$ cat config.mk
export PLATFORM = sky130hd
export DESIGN_NAME = hdc_regs_top
export DESIGN_NICKNAME = d
export VERILOG_FILES = /design/src/common/hdc_pkg.sv /design/src/hw/hdc_regs_top.sv
export VERILOG_INCLUDE_DIRS = /design/src /design/src/common
export SDC_FILE = /design/constraint.sdc
export NUM_CORES = 1
export LEC_CHECK = 0
export BUFFER_PORTS_ARGS = -buffer_cell sky130_fd_sc_hd__clkbuf_2
export CAP_MARGIN = 20
export CORE_MARGIN = 4
export CORE_UTILIZATION = 55
export CTS_BUF_LIST = sky130_fd_sc_hd__clkbuf_4 sky130_fd_sc_hd__clkbuf_8
export CTS_CLUSTER_SIZE = 16
export DETAILED_ROUTE_END_ITERATION = 6
export GPL_TIMING_DRIVEN = 1
export PLACE_DENSITY = 0.74
export SYNTH_ARGS = -nofsm -noshare
export SYNTH_HDL_FRONTEND = slang
export SYNTH_SLANG_ARGS = --single-unit
$ cat constraint.sdc
create_clock -name sys_clk -period 5.1 [get_ports sys_clk]
set_clock_uncertainty 0.05 [all_clocks]
set_input_delay 0.51 -clock sys_clk [delete_from_list [all_inputs] [get_ports sys_clk]]
set_output_delay 0.51 -clock sys_clk [all_outputs]
set_load 0.01 [all_outputs]
$ cat src/common/hdc_regs.svh
// Register map, reset values, write masks and divider constants of the haptic drive control block
`ifndef HDC_REGS_SVH
`define HDC_REGS_SVH
`define HDC_DEV_ADDR        7'h06
`define HDC_OFS_DRIVE       8'h20
`define HDC_OFS_LEVEL       8'h21
`define HDC_OFS_STATUS      8'h22
`define HDC_RST_DRIVE       8'h90
`define HDC_RST_LEVEL       8'h2C
`define HDC_RST_STATUS      8'h0E
`define HDC_MASK_DRIVE      8'hF3
`define HDC_MASK_LEVEL      8'hFC
`define HDC_VREG_UNDEF      3'h7
`define HDC_HALF_DIV128     8'h3F
`define HDC_HALF_DIV256     8'h7F
`define HDC_HALF_DIV512     8'hFF
`endif

$ cat src/common/hdc_pkg.sv
// Types shared by the haptic drive control block
package hdc_pkg;
  typedef struct packed {
    logic       enable;
    logic       od_enable;
    logic       od_polarity;
    logic       motor_type;
    logic [1:0] reserved;
    logic [1:0] pwm_div;
  } hdc_drive_ctl_t;

  typedef struct packed {
    logic [2:0] in_res;
    logic [2:0] vreg;
    logic [1:0] reserved;
  } hdc_level_ctl_t;

  typedef struct packed {
    logic       drive_on;
    logic       overdrive_enable;
    logic       overdrive_polarity;
    logic       motor_type_select;
    logic [2:0] in_res_code;
    logic [2:0] regulator_voltage_code;
    logic       regulator_code_valid;
  } hdc_drive_out_t;

  typedef enum logic [8:0] {
    ST_IDLE  = 9'h001,
    ST_ADDR  = 9'h002,
    ST_ACK_A = 9'h004,
    ST_PTR   = 9'h008,
    ST_ACK_P = 9'h010,
    ST_WDATA = 9'h020,
    ST_ACK_W = 9'h040,
    ST_RDATA = 9'h080,
    ST_ACK_R = 9'h100
  } hdc_state_t;
endpackage : hdc_pkg

$ cat src/hw/hdc_regs_top.sv
// Serial-bus register bank and drive control of the haptic motor driver
`timescale 1ns/1ps
`include "hdc_regs.svh"

module hdc_regs_top import hdc_pkg::*; #(
  parameter logic [6:0] DEV_ADDR = `HDC_DEV_ADDR
) (
  // Clock and reset
  input  wire logic     sys_clk,
  input  wire logic     reset,
  // Serial bus, open drain data
  input  wire logic     scl_in,
  input  wire logic     sda_in,
  output logic          sda_out,
  output logic          sda_oe_n,
  // Pins and analog monitors
  input  wire logic     motor_enable_pin,
  input  wire logic     pwm_in,
  input  wire logic     supply_above_lockout,
  input  wire logic     regulator_above_70pct,
  input  wire logic     temp_above_trip,
  input  wire logic     temp_below_release,
  // Drive stage controls
  output hdc_drive_out_t drive_out,
  output logic          pwm_div_out
);

  // General call address would answer every broadcast
  if (DEV_ADDR == 7'h00) begin : g_addr_check
    $error("General call address cannot be a slave address");
  end

  ////////////////////////////////////////////////////////////////////////////
  // Pin synchronisers: stage one only feeds stage two
  localparam int NSYNC = 8;
  logic [NSYNC-1:0] meta_q;
  logic [NSYNC-1:0] sync_q;
  logic             scl_p_q;
  logic             sda_p_q;
  logic             pwm_p_q;

  always_ff @(posedge sys_clk) begin
    if (reset) begin
      meta_q  <= 8'h03;
      sync_q  <= 8'h03;
      scl_p_q <= 1'b1;
      sda_p_q <= 1'b1;
      pwm_p_q <= 1'b0;
    end else begin
      meta_q  <= {temp_below_release, temp_above_trip, regulator_above_70pct,
                  supply_above_lockout, pwm_in, motor_enable_pin, sda_in, scl_in};
      sync_q  <= meta_q;
      scl_p_q <= sync_q[0];
      sda_p_q <= sync_q[1];
      pwm_p_q <= sync_q[3];
    end
  end

  logic scl_s;
  logic sda_s;
  logic men_s;
  logic pwm_s;
  logic vdd_s;
  logic vreg_s;
  logic hot_s;
  logic cool_s;
  assign {cool_s, hot_s, vreg_s, vdd_s, pwm_s, men_s, sda_s, scl_s} = sync_q;

  logic scl_rise;
  logic scl_fall;
  logic bus_start;
  logic bus_stop;
  assign scl_rise  = scl_s & ~scl_p_q;
  assign scl_fall  = ~scl_s & scl_p_q;
  assign bus_start = scl_s & scl_p_q & sda_p_q & ~sda_s;
  assign bus_stop  = scl_s & scl_p_q & ~sda_p_q & sda_s;

  ////////////////////////////////////////////////////////////////////////////
  // Register bank
  hdc_drive_ctl_t ctl0_q, ctl0_d;
  hdc_level_ctl_t ctl1_q, ctl1_d;
  logic [7:0]     stat_q, stat_d;
  logic           trip_q, trip_d;
  logic           wr_en;
  logic [7:0]     wr_ptr;
  logic [7:0]     wr_data;
  logic [7:0]     rd_ptr;
  logic [7:0]     rd_data;

  // Register read mux, unmapped offsets read zero
  always_comb begin
    if (rd_ptr == `HDC_OFS_DRIVE) begin
      rd_data = ctl0_q & `HDC_MASK_DRIVE;
    end else if (rd_ptr == `HDC_OFS_LEVEL) begin
      rd_data = ctl1_q & `HDC_MASK_LEVEL;
    end else if (rd_ptr == `HDC_OFS_STATUS) begin
      rd_data = stat_q;
    end else begin
      rd_data = 8'h00;
    end
  end

  always_comb begin
    ctl0_d = ctl0_q;
    ctl1_d = ctl1_q;
    if (wr_en && wr_ptr == `HDC_OFS_DRIVE) begin
      ctl0_d = wr_data & `HDC_MASK_DRIVE;
    end else if (wr_en && wr_ptr == `HDC_OFS_LEVEL) begin
      ctl1_d = wr_data & `HDC_MASK_LEVEL;
    end
    // Status offset takes no write at all
    // Trip wins over release; hysteresis lives in the two comparators
    if (hot_s) begin
      trip_d = 1'b1;
    end else if (cool_s) begin
      trip_d = 1'b0;
    end else begin
      trip_d = trip_q;
    end
    stat_d = {4'h0, vdd_s, vreg_s, ~trip_q, 1'b0};
  end

  // Thermal trip never touches the control registers
  always_ff @(posedge sys_clk) begin
    if (reset) begin
      ctl0_q <= `HDC_RST_DRIVE;
      ctl1_q <= `HDC_RST_LEVEL;
      stat_q <= `HDC_RST_STATUS;
      trip_q <= 1'b0;
    end else begin
      ctl0_q <= ctl0_d;
      ctl1_q <= ctl1_d;
      stat_q <= stat_d;
      trip_q <= trip_d;
    end
  end

  ////////////////////////////////////////////////////////////////////////////
  // Serial slave
  hdc_state_t st_q, st_d;
  logic [3:0] cnt_q, cnt_d;
  logic [7:0] sr_q, sr_d;
  logic [7:0] tx_q, tx_d;
  logic [7:0] ptr_q, ptr_d;
  logic       pull_q, pull_d;

  assign wr_ptr  = ptr_q;
  assign wr_data = sr_q;
  // Registered pointer keeps the read mux out of the state loop
  assign rd_ptr  = ptr_q;

  always_comb begin
    st_d   = st_q;
    cnt_d  = cnt_q;
    sr_d   = sr_q;
    tx_d   = tx_q;
    ptr_d  = ptr_q;
    pull_d = pull_q;
    wr_en  = 1'b0;
    if (bus_start) begin
      st_d   = ST_ADDR;
      cnt_d  = 4'h0;
      pull_d = 1'b0;
    end else if (bus_stop) begin
      st_d   = ST_IDLE;
      pull_d = 1'b0;
    end else begin
      if (scl_rise && cnt_q != 4'h8 &&
          (st_q == ST_ADDR || st_q == ST_PTR || st_q == ST_WDATA || st_q == ST_RDATA)) begin
        sr_d  = {sr_q[6:0], sda_s};
        cnt_d = cnt_q + 4'h1;
      end
      case (st_q)
        ST_ADDR: begin
          if (scl_fall && cnt_q == 4'h8) begin
            if (sr_q[7:1] == DEV_ADDR) begin
              st_d   = ST_ACK_A;
              pull_d = 1'b1;
            end else begin
              st_d = ST_IDLE;
            end
          end
        end
        ST_ACK_A: begin
          if (scl_fall) begin
            cnt_d = 4'h0;
            if (sr_q[0]) begin
              st_d   = ST_RDATA;
              tx_d   = rd_data;
              pull_d = ~rd_data[7];
            end else begin
              st_d   = ST_PTR;
              pull_d = 1'b0;
            end
          end
        end
        ST_PTR: begin
          if (scl_fall && cnt_q == 4'h8) begin
            ptr_d  = sr_q;
            st_d   = ST_ACK_P;
            pull_d = 1'b1;
          end
        end
        ST_ACK_P, ST_ACK_W: begin
          if (scl_fall) begin
            st_d   = ST_WDATA;
            cnt_d  = 4'h0;
            pull_d = 1'b0;
          end
        end
        ST_WDATA: begin
          if (scl_fall && cnt_q == 4'h8) begin
            wr_en  = 1'b1;
            ptr_d  = ptr_q + 8'h01;
            st_d   = ST_ACK_W;
            pull_d = 1'b1;
          end
        end
        ST_RDATA: begin
          if (scl_fall) begin
            if (cnt_q == 4'h8) begin
              st_d   = ST_ACK_R;
              pull_d = 1'b0;
            end else begin
              tx_d   = {tx_q[6:0], 1'b0};
              pull_d = ~tx_q[6];
            end
          end
        end
        ST_ACK_R: begin
          // Master NACK ends the read; stop or start follows
          if (scl_rise) begin
            if (sda_s) begin
              st_d = ST_IDLE;
            end else begin
              ptr_d = ptr_q + 8'h01;
            end
          end else if (scl_fall) begin
            st_d   = ST_RDATA;
            cnt_d  = 4'h0;
            tx_d   = rd_data;
            pull_d = ~rd_data[7];
          end
        end
        default: begin
          st_d   = ST_IDLE;
          pull_d = 1'b0;
        end
      endcase
    end
  end

  // Pointer is kept between transfers
  always_ff @(posedge sys_clk) begin
    if (reset) begin
      st_q   <= ST_IDLE;
      cnt_q  <= 4'h0;
      sr_q   <= 8'h00;
      tx_q   <= 8'h00;
      ptr_q  <= 8'h00;
      pull_q <= 1'b0;
    end else begin
      st_q   <= st_d;
      cnt_q  <= cnt_d;
      sr_q   <= sr_d;
      tx_q   <= tx_d;
      ptr_q  <= ptr_d;
      pull_q <= pull_d;
    end
  end

  ////////////////////////////////////////////////////////////////////////////
  // PWM divider: toggles every half ratio of input rising edges
  logic [7:0]     div_q, div_d;
  logic [7:0]     half;
  logic           pwm_o_q, pwm_o_d;
  logic           pwm_rise;
  hdc_drive_out_t dout_q, dout_d;
  logic           sda_o_q;
  logic           oe_n_q, oe_n_d;

  assign pwm_rise = pwm_s & ~pwm_p_q;

  always_comb begin
    case (ctl0_q.pwm_div)
      2'h1:    half = `HDC_HALF_DIV128;
      2'h2:    half = `HDC_HALF_DIV256;
      default: half = `HDC_HALF_DIV512;
    endcase
    div_d   = div_q;
    pwm_o_d = pwm_o_q;
    // Eccentric-mass mode and ratio 1 pass the input straight on
    if (ctl0_q.motor_type || ctl0_q.pwm_div == 2'h0) begin
      div_d   = 8'h00;
      pwm_o_d = pwm_s;
    end else if (pwm_rise) begin
      if (div_q >= half) begin
        div_d   = 8'h00;
        pwm_o_d = ~pwm_o_q;
      end else begin
        div_d = div_q + 8'h01;
      end
    end
    dout_d.drive_on = ctl0_q.enable & men_s & ~trip_q;
    dout_d.overdrive_enable   = ctl0_q.od_enable & ctl0_q.motor_type;
    dout_d.overdrive_polarity = ctl0_q.od_polarity & ctl0_q.motor_type;
    dout_d.motor_type_select  = ctl0_q.motor_type;
    // Resistor code only retunes the network; gain held at one
    dout_d.in_res_code            = ctl1_q.in_res;
    dout_d.regulator_voltage_code = ctl1_q.vreg;
    dout_d.regulator_code_valid   = ctl1_q.vreg != `HDC_VREG_UNDEF;
    oe_n_d = ~pull_d;
  end

  always_ff @(posedge sys_clk) begin
    if (reset) begin
      div_q   <= 8'h00;
      pwm_o_q <= 1'b0;
      dout_q  <= '0;
      sda_o_q <= 1'b0;
      oe_n_q  <= 1'b1;
    end else begin
      div_q   <= div_d;
      pwm_o_q <= pwm_o_d;
      dout_q  <= dout_d;
      sda_o_q <= 1'b0;
      oe_n_q  <= oe_n_d;
    end
  end

  assign drive_out   = dout_q;
  assign pwm_div_out = pwm_o_q;
  assign sda_out     = sda_o_q;
  assign sda_oe_n    = oe_n_q;

endmodule : hdc_regs_top

==> impl_metrics.xml <==
<?xml version="1.0" encoding="UTF-8"?>
<metrics>
  <group name="clock_tree">
    <metric name="clockBufferDepth" unit="">2</metric>
    <metric name="clock_buffer_count_from_cts" unit="">9</metric>
    <metric name="clk_transition_reported_paths" unit="ps">90</metric>
    <metric name="cts_resized" unit="">0</metric>
    <metric name="tritoncts" unit="">built</metric>
    <metric name="post-cts-setup-buffers" unit="">0</metric>
    <metric name="cts-root-buf" unit="">sky130_fd_sc_hd__clkbuf_8</metric>
    <metric name="ctsHoldBuffers" unit="">0</metric>
    <metric name="cts.sink_count" unit="">93</metric>
    <metric name="insertion_delay" unit="ps">370</metric>
    <metric name="cts-htree-levels" unit="">3</metric>
  </group>
  <group name="routing">
    <metric name="wire_per_inst" unit="um">16.9</metric>
    <metric name="dr_total_vias" unit="">3861</metric>
    <metric name="postRouteAntennaNets" unit="">0</metric>
    <metric name="drt_wl_total" unit="um">10600</metric>
    <metric name="drt-initial-drc-count" unit="">346</metric>
    <metric name="firstDrtPassIters" unit="">5</metric>
    <metric name="avgViaCountPerCell" unit="">6.14</metric>
    <metric name="detail_route.drc_violations" unit="">0</metric>
  </group>
  <group name="sta">
    <metric name="timing_max_transition_violations_final" unit="">0</metric>
    <metric name="finalCritPeriodShare" unit="%">52.0</metric>
    <metric name="grt_setup_unrepaired" unit="">false</metric>
    <metric name="totalNegativeSetupSlack" unit="ps">0</metric>
    <metric name="time_the_final_worst_path_needs_with_i_o_delays_and_setup" unit="ps">2650</metric>
    <metric name="max_slew.worst_pin.slew" unit="ps">763</metric>
    <metric name="maxSlewHeadroom" unit="%">48.7</metric>
    <metric name="timing_hold_violations_final" unit="">0</metric>
    <metric name="timing.final.setup_violations" unit="">0</metric>
    <metric name="maxClockFrequency" unit="MHz">377</metric>
  </group>
  <group name="cells_and_area">
    <metric name="design_area" unit="mm2">0.00487</metric>
    <metric name="insertedDiodeCount" unit="">0</metric>
    <metric name="layout-drive-gt1-share" unit="%">11.6</metric>
    <metric name="synth_to_layout_area_growth" unit="%">6.89</metric>
    <metric name="n_fill_cell" unit="">680</metric>
    <metric name="number_of_nets_in_the_layout" unit="">546</metric>
  </group>
  <group name="logic_synthesis">
    <metric name="flops_latches_synth" unit="">93</metric>
    <metric name="synthTopCellsByArea" unit="">sky130_fd_sc_hd__dfxtp_1 (41%), sky130_fd_sc_hd__mux2i_1 (5.3%), sky130_fd_sc_hd__nor2b_1 (4.3%)</metric>
    <metric name="synth_enable_flop_cells" unit="">0</metric>
    <metric name="ys_async_sr_fraction" unit="%">0</metric>
    <metric name="syn_area" unit="mm2">0.00456</metric>
    <metric name="most_common_flop_cell_mapped_by_yosys" unit="">sky130_fd_sc_hd__dfxtp_1</metric>
    <metric name="netlist.top_cell.by_area" unit="">sky130_fd_sc_hd__dfxtp_1</metric>
    <metric name="postSynthAreaPerCell" unit="um2">8.77</metric>
    <metric name="synth_cell_type_count" unit="">67</metric>
    <metric name="postSynthCellCount" unit="">520</metric>
    <metric name="yosysTopAreaCellShare" unit="%">40.8</metric>
    <metric name="yosys_warnings" unit="">0</metric>
    <metric name="mappedNetlistNets" unit="">544</metric>
    <metric name="yosysSeqAreaShare" unit="%">40.8</metric>
  </group>
  <group name="place">
    <metric name="post_dp_cell_area" unit="mm2">0.00467</metric>
    <metric name="place.detailed.hpwl" unit="um">7630</metric>
    <metric name="finalWeightedCongestion" unit="">0.985</metric>
    <metric name="port_buffers" unit="">22</metric>
  </group>
  <group name="floorplanning">
    <metric name="coreArea" unit="mm2">0.00789</metric>
    <metric name="num_rows" unit="">32</metric>
    <metric name="ioPinCount" unit="">24</metric>
    <metric name="floorplan.initialDensity" unit="%">57.8</metric>
    <metric name="die-width" unit="um">99.1</metric>
    <metric name="die-area" unit="mm2">0.00981</metric>
    <metric name="fp.dieH" unit="um">99.1</metric>
  </group>
  <group name="critical_path">
    <metric name="critical_path.max_stage_delay" unit="ps">610</metric>
    <metric name="crit_slowest_cell" unit="">sky130_fd_sc_hd__or4_4</metric>
    <metric name="worst-path-buf-inv" unit="">0</metric>
    <metric name="required" unit="ps">5330</metric>
    <metric name="path_max_fanout" unit="">11</metric>
    <metric name="crit_path_cell_trace" unit="">or4_4 &gt; or4_1 &gt; o211a_1 &gt; or2_0 &gt; o31ai_1</metric>
    <metric name="path_delay_family" unit="">simple AND/OR/NAND/NOR gates</metric>
    <metric name="timing_worst_setup_path_type" unit="">register to register</metric>
    <metric name="critical_path.endpoint_type" unit="">register</metric>
    <metric name="critical_path_arrival" unit="ps">2880</metric>
    <metric name="cp-start-kind" unit="">register</metric>
  </group>
  <group name="power_and_ir_drop">
    <metric name="power_leakage" unit="nW">1.91</metric>
    <metric name="power_density" unit="mW/mm2">266</metric>
    <metric name="vdd.ir_drop.worst" unit="uV">182</metric>
  </group>
  <group name="grt">
    <metric name="largest_net_degree_at_the_start_of_global_routing" unit="">45</metric>
    <metric name="via_count_of_the_first_global_routing_pass" unit="">3586</metric>
    <metric name="track_usage" unit="%">22.2</metric>
    <metric name="grt_pass1_wl" unit="um">17700</metric>
    <metric name="grt-ovfl-total" unit="">0</metric>
    <metric name="antenna_found_initial" unit="">0</metric>
  </group>
  <group name="status">
    <metric name="status" unit="">complete, no violations</metric>
  </group>
  <group name="job">
    <metric name="max_cap_viol_count" unit="">0</metric>
  </group>
  <group name="hold_path">
    <metric name="min_path_type" unit="">primary input to register</metric>
  </group>
</metrics>
[path summary, 6_finish.rpt]
| check | startpoint | end | slack [ps] | depth (start not counted) |
|---|---|---|---|---|
| max reg2reg | st_q[1] | ptr_q[5] | 2450 | 5 |
| max | st_q[1] | ptr_q[5] | 2450 | 5 |
| min | scl_in | meta_q[0] | 270 | 2 |
| min reg2reg | meta_q[1] | sync_q[1] | 380 | 1 |
[cell usage in the layout (no fill, tap or decap), types with 5 or more instances in the layout]
cell type / instances
sky130_fd_sc_hd__nor2b_1: 31
sky130_fd_sc_hd__nand2_1: 31
sky130_fd_sc_hd__xor2_1: 9
sky130_fd_sc_hd__ha_1: 14
sky130_fd_sc_hd__o21ai_0: 16
sky130_fd_sc_hd__nand2b_1: 5
sky130_fd_sc_hd__inv_1: 15
sky130_fd_sc_hd__nand3_1: 19
sky130_fd_sc_hd__a21oi_1: 24
sky130_fd_sc_hd__and3_1: 7
sky130_fd_sc_hd__nor4_1: 12
sky130_fd_sc_hd__xnor2_1: 5
sky130_fd_sc_hd__o31ai_1: 10
sky130_fd_sc_hd__mux2i_1: 24
sky130_fd_sc_hd__nand4_1: 15
sky130_fd_sc_hd__clkbuf_2: 22
sky130_fd_sc_hd__a31oi_1: 6
sky130_fd_sc_hd__nor3_1: 9
sky130_fd_sc_hd__nor2_1: 44
sky130_fd_sc_hd__or2_2: 10
sky130_fd_sc_hd__dfxtp_1: 93
sky130_fd_sc_hd__clkbuf_8: 9
sky130_fd_sc_hd__o311ai_0: 7
[cells in the mapped netlist, types with 4 or more instances]
master and n:
sky130_fd_sc_hd__dfxtp_1 93, sky130_fd_sc_hd__nor2_1 44, sky130_fd_sc_hd__nand2_1 31, sky130_fd_sc_hd__nor2b_1 31, sky130_fd_sc_hd__a21oi_1 24, sky130_fd_sc_hd__mux2i_1 24, sky130_fd_sc_hd__clkbuf_1 20, sky130_fd_sc_hd__nand3_1 19
sky130_fd_sc_hd__o21ai_0 16, sky130_fd_sc_hd__inv_1 15, sky130_fd_sc_hd__nand4_1 15, sky130_fd_sc_hd__ha_1 14, sky130_fd_sc_hd__nor4_1 12, sky130_fd_sc_hd__o31ai_1 10, sky130_fd_sc_hd__or2_2 10, sky130_fd_sc_hd__nor3_1 9
sky130_fd_sc_hd__xor2_1 9, sky130_fd_sc_hd__and3_1 7, sky130_fd_sc_hd__buf_2 7, sky130_fd_sc_hd__o311ai_0 7, sky130_fd_sc_hd__a31oi_1 6, sky130_fd_sc_hd__nand2b_1 5, sky130_fd_sc_hd__xnor2_1 5, sky130_fd_sc_hd__and2_1 4
sky130_fd_sc_hd__buf_1 4, sky130_fd_sc_hd__nand3b_1 4, sky130_fd_sc_hd__o211ai_1 4, sky130_fd_sc_hd__o21a_1 4
[per-stage QoR]
step	instances	util [%]	worst slack [ps]	power, mW	hold slack [ps]
2_1_floorplan	520	-	2850	0.792	321
3_3_place_gp	612	59.2	2390	0.806	341
3_5_place_dp	612	59.2	2320	0.807	358
4_1_cts	628	61.7	2310	1.31	256
5_1_grt	629	61.8	2270	1.35	258
6_report	629	61.8	2450	1.30	273
[logic make-up after synthesis]
| kind of cell | Yosys count | share of synthesized area, % |
|---|---|---|
| compound gates | 109 | 16.6 |
| flops | 93 | 40.8 |
| other cells | 1 | 0.0822 |
| buf+inv | 49 | 4.56 |
| mux | 24 | 5.27 |
| fa+ha+maj | 14 | 3.84 |
| xor+xnor | 14 | 2.69 |
| simple gates | 216 | 26.1 |
[cell type report]
| type | instances | area [um2] | area share, % |
|---|---|---|---|
| Clock inverter | 6 | 68.8 | 1.41 |
| Timing Repair Buffer | 25 | 133 | 2.72 |
| Multi-Input combinational cell | 378 | 2490 | 51.2 |
| Tap cell | 102 | 128 | 2.62 |
| Sequential cell | 93 | 1860 | 38.2 |
| Clock buffer | 10 | 131 | 2.70 |
| Inverter | 15 | 56.3 | 1.16 |
[worst reg2reg max path, cell delays in order, from the launching register on]
cell and delay (ps):
sky130_fd_sc_hd__dfxtp_1 420, sky130_fd_sc_hd__or4_4 610, sky130_fd_sc_hd__or4_1 480, sky130_fd_sc_hd__o211a_1 350, sky130_fd_sc_hd__or2_0 370, sky130_fd_sc_hd__o31ai_1 280
[registers in the layout, indices dropped and copies added (netlist names), 3 cells and up]
register   count
div_q          8
cnt_q          4
tx_q           7
ctl1_q         6
meta_q         8
drive_out     11
stat_q         3
st_q           9
sr_q           8
ptr_q          8
ctl0_q         6
sync_q         8
[power breakdown]
part	total, mW	internal, mW	switching, mW
logic	0.0491	0.0174	0.0317
registers	0.742	0.737	0.00526
clock network	0.505	0.236	0.270
[per-layer routing]
| metal | up-vias | routed length, um | GRT usage (%) |
|---|---|---|---|
| li1 | 1893 | - | - |
| met1 | 1808 | 4960 | 30.9 |
| met2 | 136 | 4780 | 32.9 |
| met3 | 24 | 645 | 4.18 |
| met4 | 0 | 258 | 10.7 |
| met5 | - | 0 | 0 |
No activity file was read; power rests on OpenSTA's default activity.
